===== src/hw/cpu_reset_defs.vh =====
`ifndef CPU_RESET_DEFS_VH
`define CPU_RESET_DEFS_VH
// Internal initialisation time after reset release, in clock cycles.
`define INIT_CYCLES 8'd50
// Least reset hold time in system clock cycles; hold must exceed this.
`define RESET_HOLD_MIN 5'd16
`define INIT_CNT_W 8
`define HOLD_CNT_W 5
// Pin levels while reset is active.
`define RST_STATUS 2'h3
`define RST_ADDR 24'hffffff
`define RST_DATA 16'h0000
`endif


===== src/hw/cpu_reset_startup_sequencer.v =====
// Function
// (RULE_01) During reset drive status, ack, address, byte enable, lock high; others low; data floats.
// (RULE_02) Operation begins only after reset falls from high to low.
// (RULE_03) System makes the reset release edge synchronous to the system clock.
// (RULE_04) About 50 cycles of initialisation precede the first code fetch.
// (RULE_05) Synchronous reset rise starts a new processor cycle at next clock edge; the code restarts the phase two edges later, through the synchroniser.
// (RULE_06) Asynchronous reset rise is accepted; processor phase then indeterminate.
// (RULE_07) System asserts reset synchronously when phase lock to another clock matters.
// (RULE_08) System may hold reset up to 5 ms while bias settles.
// (RULE_09) Reset is active high, held over 16 cycles, clears internal logic.
// (RULE_10) Initialisation delay is a counter from release enabling first fetch.
`timescale 1ns/1ps
`include "cpu_reset_defs.vh"
module cpu_reset_startup_sequencer (
    // Clock and local reset
    input wire i_clk,
    input wire i_resetn,
    // Processor reset pin, active high
    input wire i_cpu_reset,
    // Core side: bus values when running, and fetch handshake
    input wire [1:0] i_core_status,
    input wire i_core_ext_ack,
    input wire [23:0] i_core_addr,
    input wire i_core_upper_byte_enable,
    input wire i_core_lock,
    input wire i_core_mem_io,
    input wire i_core_code_or_int_ack,
    input wire i_core_hold_grant,
    input wire [15:0] i_core_data,
    input wire i_core_data_oe,
    input wire i_fetch_done,
    output wire o_fetch_request,
    output wire o_running,
    output reg o_phase,
    output wire o_cycle_start,
    // Bus pins
    output reg o_status_line_zero,
    output reg o_status_line_one,
    output reg o_extension_operand_ack,
    output reg [23:0] o_addr,
    output reg o_upper_byte_enable,
    output reg o_lock,
    output reg o_memory_or_io_select,
    output reg o_code_or_int_ack,
    output reg o_hold_grant,
    output reg [15:0] o_data,
    output reg o_data_oe
);
    localparam ST_RESET = 4'b0001;
    localparam ST_INIT = 4'b0010;
    localparam ST_FETCH = 4'b0100;
    localparam ST_RUN = 4'b1000;

    reg rst_meta;
    reg rst_sync;
    reg rst_prev;
    reg [3:0] state;
    reg [3:0] next_state;
    reg [`INIT_CNT_W-1:0] init_cnt;
    reg [`HOLD_CNT_W-1:0] hold_cnt;
    reg hold_ok;
    wire phase_w;
    wire start_w;
    wire in_reset;
    wire release_edge;
    wire release_ok;
    // Reset pin levels, kept in one place for both quiet states.
    wire [1:0] rst_status;
    wire [23:0] rst_addr;
    wire [15:0] rst_data;

    assign rst_status = `RST_STATUS;
    assign rst_addr = `RST_ADDR;
    assign rst_data = `RST_DATA;

    // The pin may be asynchronous; only the second and third stages are read.
    // Stages reset high so that a local reset looks like a held pin.
    always @(posedge i_clk) begin
        if (!i_resetn) begin
            rst_meta <= 1'b1;
            rst_sync <= 1'b1;
            rst_prev <= 1'b1;
        end else begin
            rst_meta <= i_cpu_reset;
            rst_sync <= rst_meta;
            rst_prev <= rst_sync;
        end
    end

    // Local reset counts as a processor reset and restarts the phase.
    assign in_reset = rst_sync | ~i_resetn;
    // (RULE_02) Release edge detect.
    assign release_edge = rst_prev & ~rst_sync;
    // A release counts only after a hold long enough to clear the core.
    assign release_ok = release_edge & hold_ok;

    // (RULE_09) Hold length check.
    // A pulse of 16 cycles or less is not a valid reset; the sequencer stays in ST_RESET after it.
    always @(posedge i_clk) begin
        if (!i_resetn) begin
            hold_cnt <= {`HOLD_CNT_W{1'b0}};
            hold_ok <= 1'b0;
        end else if (!rst_sync) begin
            hold_cnt <= {`HOLD_CNT_W{1'b0}};
            hold_ok <= 1'b0;
        end else if (hold_cnt < `RESET_HOLD_MIN) begin
            hold_cnt <= hold_cnt + 5'h01;
        end else begin
            hold_ok <= 1'b1;
        end
    end

    // (RULE_05) Phase restart on reset.
    // (RULE_06) Async rise tolerated.
    // The synchroniser adds latency, so phase relative to the pin is fixed
    // only when the pin edge meets setup; otherwise it may slip by one.
    phase_divider u_phase (
        .i_clk(i_clk),
        .i_restart(in_reset),
        .o_phase(phase_w),
        .o_cycle_start(start_w)
    );

    always @* begin
        next_state = state;
        case (state)
            ST_RESET: begin
                // (RULE_02) Start on release.
                if (release_ok) begin
                    next_state = ST_INIT;
                end
            end
            // Exact count for repeatable fetch timing after each release.
            ST_INIT: begin
                // (RULE_04) Wait init cycles.
                if (init_cnt == `INIT_CYCLES - 8'd1) begin
                    next_state = ST_FETCH;
                end
            end
            ST_FETCH: begin
                // (RULE_10) Request stands until taken.
                if (i_fetch_done) begin
                    next_state = ST_RUN;
                end
            end
            ST_RUN: next_state = ST_RUN;
            default: next_state = ST_RESET;
        endcase
    end

    // (RULE_09) Reset clears state.
    always @(posedge i_clk) begin
        if (in_reset) begin
            state <= ST_RESET;
        end else begin
            state <= next_state;
        end
    end

    // (RULE_10) Init cycle counter.
    always @(posedge i_clk) begin
        if (state != ST_INIT) begin
            init_cnt <= {`INIT_CNT_W{1'b0}};
        end else begin
            init_cnt <= init_cnt + 8'd1;
        end
    end

    // The divider output is already a flop; a second stage here would put
    // the phase one cycle behind the cycle start strobe.
    always @* begin
        o_phase = phase_w;
    end
    assign o_cycle_start = start_w & (state != ST_RESET);
    // (RULE_10) Fetch enable.
    assign o_fetch_request = (state == ST_FETCH);
    assign o_running = (state == ST_RUN);

    // (RULE_01) Reset pin levels.
    // Core values are passed only once out of reset, so nothing toggles
    // on the bus before the release edge.
    always @(posedge i_clk) begin
        if (in_reset || state == ST_RESET) begin
            o_status_line_zero <= rst_status[0];
            o_status_line_one <= rst_status[1];
            o_extension_operand_ack <= 1'b1;
            o_addr <= rst_addr;
            o_upper_byte_enable <= 1'b1;
            o_lock <= 1'b1;
            o_memory_or_io_select <= 1'b0;
            o_code_or_int_ack <= 1'b0;
            o_hold_grant <= 1'b0;
            o_data <= rst_data;
            o_data_oe <= 1'b0;
        end else if (state == ST_INIT) begin
            // No bus cycle runs before the first fetch, so pins stay quiet.
            o_status_line_zero <= rst_status[0];
            o_status_line_one <= rst_status[1];
            o_extension_operand_ack <= 1'b1;
            o_addr <= rst_addr;
            o_upper_byte_enable <= 1'b1;
            o_lock <= 1'b1;
            o_memory_or_io_select <= 1'b0;
            o_code_or_int_ack <= 1'b0;
            o_hold_grant <= 1'b0;
            o_data <= rst_data;
            o_data_oe <= 1'b0;
        end else begin
            o_status_line_zero <= i_core_status[0];
            o_status_line_one <= i_core_status[1];
            o_extension_operand_ack <= i_core_ext_ack;
            o_addr <= i_core_addr;
            o_upper_byte_enable <= i_core_upper_byte_enable;
            o_lock <= i_core_lock;
            o_memory_or_io_select <= i_core_mem_io;
            o_code_or_int_ack <= i_core_code_or_int_ack;
            o_hold_grant <= i_core_hold_grant;
            o_data <= i_core_data;
            o_data_oe <= i_core_data_oe;
        end
    end
endmodule // cpu_reset_startup_sequencer


===== src/hw/phase_divider.v =====
`timescale 1ns/1ps
// Two-phase processor clock: one system clock per phase, enable on phase 0.
module phase_divider (
    // Clock and restart
    input wire i_clk,
    input wire i_restart,
    // Phase outputs
    output reg o_phase,
    output wire o_cycle_start
);
    // Restart pins phase 0 so the next cycle is known.
    always @(posedge i_clk) begin
        if (i_restart) begin
            o_phase <= 1'b0;
        end else begin
            o_phase <= ~o_phase;
        end
    end
    assign o_cycle_start = ~o_phase & ~i_restart;
endmodule // phase_divider


===== config.mk =====
export PLATFORM = sky130hd
export DESIGN_NAME = cpu_reset_startup_sequencer
export DESIGN_NICKNAME = d
export VERILOG_FILES = /design/src/hw/cpu_reset_startup_sequencer.v /design/src/hw/phase_divider.v
export VERILOG_INCLUDE_DIRS = /design/src /design/src/hw
export SDC_FILE = /design/constraint.sdc
export NUM_CORES = 1
export LEC_CHECK = 0
export BUFFER_PORTS_ARGS = -buffer_cell sky130_fd_sc_hd__buf_2
export CAP_MARGIN = 10
export CORE_MARGIN = 2
export CORE_UTILIZATION = 48
export CTS_CLUSTER_DIAMETER = 100
export DETAILED_ROUTE_END_ITERATION = 10
export GPL_TIMING_DRIVEN = 0
export HOLD_SLACK_MARGIN = 0.15
export PLACE_DENSITY_LB_ADDON = 0.1
export SLEW_MARGIN = 0
export SYNTH_ARGS = -nofsm -noshare
export SYNTH_HDL_FRONTEND = slang
export SYNTH_SLANG_ARGS = --single-unit
export TNS_END_PERCENT = 30

===== constraint.sdc =====
create_clock -name i_clk -period 2.6 [get_ports i_clk]
set_clock_uncertainty 0.15 [all_clocks]
set_input_delay 0.13 -clock i_clk [delete_from_list [all_inputs] [get_ports i_clk]]
set_output_delay 0.13 -clock i_clk [all_outputs]
set_load 0.05 [all_outputs]

==> results of run 1 <==
==> where the power goes <==
group	switching, uW	internal (uW)
Combinational	35.8	86.0
Sequential	3.82	1090
Clock	376	469
==> kinds of logic after synthesis <==
| kind of cell | after synthesis |
|---|---|
| fa+ha+maj | 3 |
| mux | 1 |
| buf+inv | 15 |
| xor+xnor | 8 |
| compound gates | 9 |
| flops | 71 |
| simple gates | 91 |
==> stage by stage <==
step                instance area (um^2)  setup slack, ns  power, uW  util, %  instances
floorplan                           2222           0.2586       1136        -        198
global placement                    2813           0.7888       1175    63.72        355
detailed placement                  2813           0.7718       1175    63.72        355
CTS                                 3535           0.4222       2076    80.07        424
global route                        3535           0.3207       2136    80.07        424
finish                              3535           0.4512       2064    80.07        424
==> worst register-to-register path: stages, from the launching register on <==
cell and delay [ns]:
dfxtp_1 0.42, or4b_4 0.50, buf_6 0.16, a31oi_2 0.16, nor2_1 0.09, o221a_1 0.23
==> per-layer routing <==
layer  routed length (um)  vias up  part of all wire (%)  track usage, %
met5                    0        -                     0               0
met4                  136        0                   2.3           10.90
met3                  313       13                   5.4           5.139
met2                 3013       70                    52           43.11
met1                 2339      921                    40           25.72
li1                     -      996                     -               -
==> cells in the final DEF, fill, tap and decap left out, drive strengths merged, types with 2 or more instances in the layout <==
cell	instances
inv	5
nand2	3
and2	21
dfxtp	71
clkbuf	22
dlygate4sd3	53
nand2b	3
nand4	2
ha	3
xor2	4
a31oi	2
a21oi	2
xnor2	4
nand3	2
nor2	19
buf	106
nor4	2
nor4b	3
or4b	2
or3	30
==> cell type report <==
type | count | share of cell area (%)
buffer | 10 | 1.274
clock buffer | 13 | 4.212
clock inverter | 3 | 1.204
inverter | 5 | 0.5310
multi-input combinational | 112 | 20.85
sequential | 71 | 40.21
tap | 52 | 1.841
timing repair buffer | 158 | 29.88
==> state kept, by name (all words and copies together) (netlist names), 4 cells and up <==
signal    cells
hold_cnt      5
init_cnt      8
o_addr       24
o_data       16
state         4
==> worst max-delay path by stage <==
stage,end,slack (ns),startpoint,cells after the start
after floorplan,state[2],0.26,state[2],4
after global placement,o_data[14],0.79,state[3],5
after detailed placement,o_data[4],0.77,state[3],5
after CTS,o_cycle_start,0.42,i_resetn,7
after global routing,o_cycle_start,0.32,i_resetn,7
final,o_cycle_start,0.45,i_resetn,7
==> repair_timing <==
action,4_1_cts,5_1_grt
hold buffers,53,0
endpoints found under the hold margin,59,0
resized for setup,0,0
buffers inserted,0,0
==> flow_summary.ini, run 1 <==
[floorplan]
core_mm2 = 0.004414
die_h_um = 71.95
boundaryPins = 106
row_count = 24
die-width_um = 71.95
die-area_mm2 = 0.005176
start_util_pct = 50.20

[logic_synthesis]
synth_mux_area_share_pct = 0.4517
ys.flop_type = dfxtp_1
yosys.area.top_type = dfxtp_1
synth_compound_area_share_pct = 3.331
synth_simple_gate_area_share_pct = 24.34
synthXorXnorAreaFrac_pct = 3.162
yosysSeqAreaShare_pct = 64.14
ys_ff_latch = 71
synthAdderAreaFrac_pct = 1.694
yosysMostFrequentCell = dfxtp_1
synth.area.top_cells = dfxtp_1 64%, or3_1 8.5%, and2_1 5.9%
syn_area_mm2 = 0.002216
synth.net_count = 254
synthCells = 198
synth_top_family_by_area = simple AND/OR/NAND/NOR gates
synth_cell_types = 32
async_flop_share_pct = 0
yosys.area.top_type_share_pct = 64.14
synthTopCellsByCount = 71 x dfxtp_1, 30 x or3_1, 21 x and2_1, 19 x nor2_1, 9 x clkbuf_1
synth_edf_count = 0
ys_warn_count = 0
syn-mean-instance-area_um2 = 11.19

[cells_and_area]
multiInputGateArea_um2 = 737.0
nets = 423
n_fill_cell = 254
layout-drive-gt1-share_pct = 33.33
syn2layout_area_growth_pct = 59.51
seq_area_mm2 = 0.001421
antennaDiodeCount = 0

[timing]
post-route-period-util_pct = 82.65
fin_crit_ns = 2.149
setup_tns_ns = 0
worst_pin_slew_ns = 0.5484
max_freq_mhz = 465.4
hold_violations = 0
finalMaxSlewViolations = 0
fin_hold_ws_ns = 0.2567
setup_viol = 0
rsz0062_at_grt = false
slew_headroom_pct = 62.93

[placed_design]
gp_congestion = 0.7150
io_buffers = 105
hpwl_mm = 3.222

[critical_path]
cp_top_family = buffers and inverters
crit_fanout = 10
cp_cell_sequence = dlygate4sd3_1 -> buf_2 -> nand2b_1 -> clkbuf_1 -> clkbuf_1 -> nor3_1 -> buf_2
critPathMaxStageDelay_ns = 0.55
ff2ff_setup_slack_ns = 0.78
critPathKind = input pin to primary output
r2r_cells = 5
arrival_ns = 1.87
start_kind = input pin
cp.required_ns = 2.32
cp-end-kind = primary output
r2r_start = state[1]
crit_slowest_cell = dlygate4sd3_1
timing.critical_path.buf_inv = 5
r2r-end = state[2]

[flow_run]
drv_cap = 0

[min_path]
hold_path.class = flip-flop to flip-flop
hp-start = rst_meta
hold_end = rst_sync
hold_depth = 1

[drt]
antenna_left = 0
dr.first_iter.drc_count = 58
drc_errors = 0
detail_route.first_pass.iterations = 4
vias = 2000
vias_per_cell = 4.717
wl_mm = 5.803
wl_per_cell_um = 13.69

[clock_network]
insertion_delay_ns = 0.33
cts_buffers = 9
cts_tree = done
root_buffer = clkbuf_8
cts_num_sinks = 71
path_clk_slew_ns = 0.07
clockBufferDepth = 2
htree_num_levels = 3

[pwr]
p_per_area_mw_per_mm2 = 583.8
p_leak_uw = 0.001533
ir_drop_uv = 370.8

[global_routing]
grt_use_total_pct = 23.49
gr-total-overflow = 0
antenna_found_initial = 0
grt_pass1_wl_mm = 9.197
grt_pass1_vias = 1973
grt_max_degree = 12

[status]
status = finished clean
Note: power is estimated with default switching activity, not from simulation.
==> run 2: changes to the inputs <==
--- a/config.mk
+++ b/config.mk
@@ -9,7 +9,7 @@
 export BUFFER_PORTS_ARGS = -buffer_cell sky130_fd_sc_hd__buf_2
 export CAP_MARGIN = 10
 export CORE_MARGIN = 2
-export CORE_UTILIZATION = 48
+export CORE_UTILIZATION = 45
 export CTS_CLUSTER_DIAMETER = 100
 export DETAILED_ROUTE_END_ITERATION = 10
 export GPL_TIMING_DRIVEN = 0
==> constraint.sdc (replaced) <==
create_clock -name i_clk -period 2.15 [get_ports i_clk]
set_clock_uncertainty 0.15 [all_clocks]
set_input_delay 0.1075 -clock i_clk [delete_from_list [all_inputs] [get_ports i_clk]]
set_output_delay 0.1075 -clock i_clk [all_outputs]
set_load 0.05 [all_outputs]
==> run 2 against run 1 <==
  * Utilization is 4.8 points lower
  * Worst hold slack got worse by 0.064 ns
  * Via count down 1.9%
  * Critical endpoint unchanged
  * Non-clock buffer count fell by 1
==> flow_summary.ini, run 2 (synthesis results as in run 1) <==
[cells_and_area]
most-common-layout-cells = 105 x buf_2, 71 x dfxtp_1, 53 x dlygate4sd3_1
antennaDiodeCount = 0
nets = 422
layout-drive-gt1-share_pct = 34.05
seq_area_mm2 = 0.001421
multiInputGateArea_um2 = 737.0
n_fill_cell = 333
finalNonFillerCells = 437
layout_commonest_cell = buf_2
top_register = o_addr
syn2layout_area_growth_pct = 60.53
top_regs = o_addr: 24 flops, o_data: 16 flops, init_cnt: 8 flops
design_area_mm2 = 0.003557
largest_reg_flops = 24

[drt]
vias_per_cell = 4.490
vias = 1962
detail_route.first_pass.iterations = 4
wl_per_cell_um = 12.09
dr.first_iter.drc_count = 50
drc_errors = 0
wl_mm = 5.285
antenna_left = 0

[clock_network]
htree_num_levels = 3
cts_buffers = 9
cts_tree = done
insertion_delay_ns = 0.33
path_clk_slew_ns = 0.07
root_buffer = clkbuf_8
cts_num_sinks = 71
clockBufferDepth = 2

[min_path]
hold_path.class = input pin to flip-flop
hold_depth = 3

[floorplan]
start_util_pct = 46.91
die-width_um = 74.17
row_count = 25
core_mm2 = 0.004723
die_h_um = 74.17
die-area_mm2 = 0.005501
boundaryPins = 106

[critical_path]
timing.critical_path.buf_inv = 2
crit_fanout = 10
start_kind = flip-flop
crit_slowest_cell = dfxtp_1
r2r_cells = 5
arrival_ns = 1.65
critPathKind = flip-flop to primary output
critPathMaxStageDelay_ns = 0.33
cp-end-kind = primary output
cp_top_family = buffers and inverters
cp.required_ns = 1.89
cp_num_cells = 4
cp_cell_sequence = nand2b_1 -> clkbuf_2 -> nor3_1 -> buf_2

[timing]
worst_pin_slew_ns = 0.4985
setup_viol = 0
fin_hold_ws_ns = 0.1928
max_freq_mhz = 524.1
hold_violations = 0
fin_crit_ns = 1.908
slew_headroom_pct = 66.30
rsz0062_at_grt = false
layout_setup_ws_ns = 0.2418
finalMaxSlewViolations = 0
post-route-period-util_pct = 88.75

[global_routing]
antenna_found_initial = 0
grt_max_degree = 12
grt_use_total_pct = 19.81
grt_pass1_vias = 1868
grt_pass1_wl_mm = 8.100
gr-total-overflow = 0

[flow_run]
drv_cap = 0

[placed_design]
postPlaceCellArea_mm2 = 0.002831
place_inst = 370
io_buffers = 105
post-place-ws_ns = 0.3357
hpwl_mm = 3.296
gp_congestion = 0.7393

[pwr]
power_uw = 2507
ir_drop_uv = 454.0
p_leak_uw = 0.001540
p_per_area_mw_per_mm2 = 704.8

[status]
status = finished clean
run 2: final cells by class:
class	count	area share [%]
Tap cell	67	2.357
Inverter	5	0.5276
Clock buffer	12	4.362
Timing Repair Buffer	158	29.69
Sequential cell	71	39.96
Multi-Input combinational cell	112	20.72
Clock inverter	3	1.196
Buffer	9	1.196
run 2: worst paths after layout:
path | startpoint | to | slack [ns]
worst max register to register | state[1] | o_data[3] | 0.32
worst min register to register | rst_meta | rst_sync | 0.27
worst min-delay path | i_resetn | o_addr[5] | 0.19
worst max-delay path | rst_sync | o_cycle_start | 0.24
run 2: what timing repair did:
action / in CTS / in global routing
setup endpoints to repair: 0 / 1
hold buffers: 53 / 0
setup buffers: 0 / 0
hold endpoints to repair: 59 / 0
resized for setup: 0 / 2
run 2: through the flow:
step           util [%]  TNS, ns
6_report          75.31        0
2_1_floorplan         -  -0.3215
4_1_cts           75.36        0
3_5_place_dp      59.95        0
5_1_grt           75.31        0
3_3_place_gp      59.95        0
run 2: metal layers:
metal | share of wire, % | GRT usage (%)
met5 | 0 | 0
met4 | 2.0 | 10.51
met3 | 6.5 | 5.420
met2 | 51 | 35.32
met1 | 40 | 21.28
run 2: worst min-delay path, stage by stage:
cell      delay, ns
buf_2          0.11
nand2b_1       0.26
or3_1          0.15
run 2: power by group:
group | internal [uW] | leakage [uW] | total, uW | switching, uW
combinational | 103 | 0.000867 | 142 | 39.0
sequential | 1320 | 0.000574 | 1330 | 4.69
clock | 591 | 0.0000985 | 1040 | 447
total | 2020 | 0.00154 | 2510 | 491
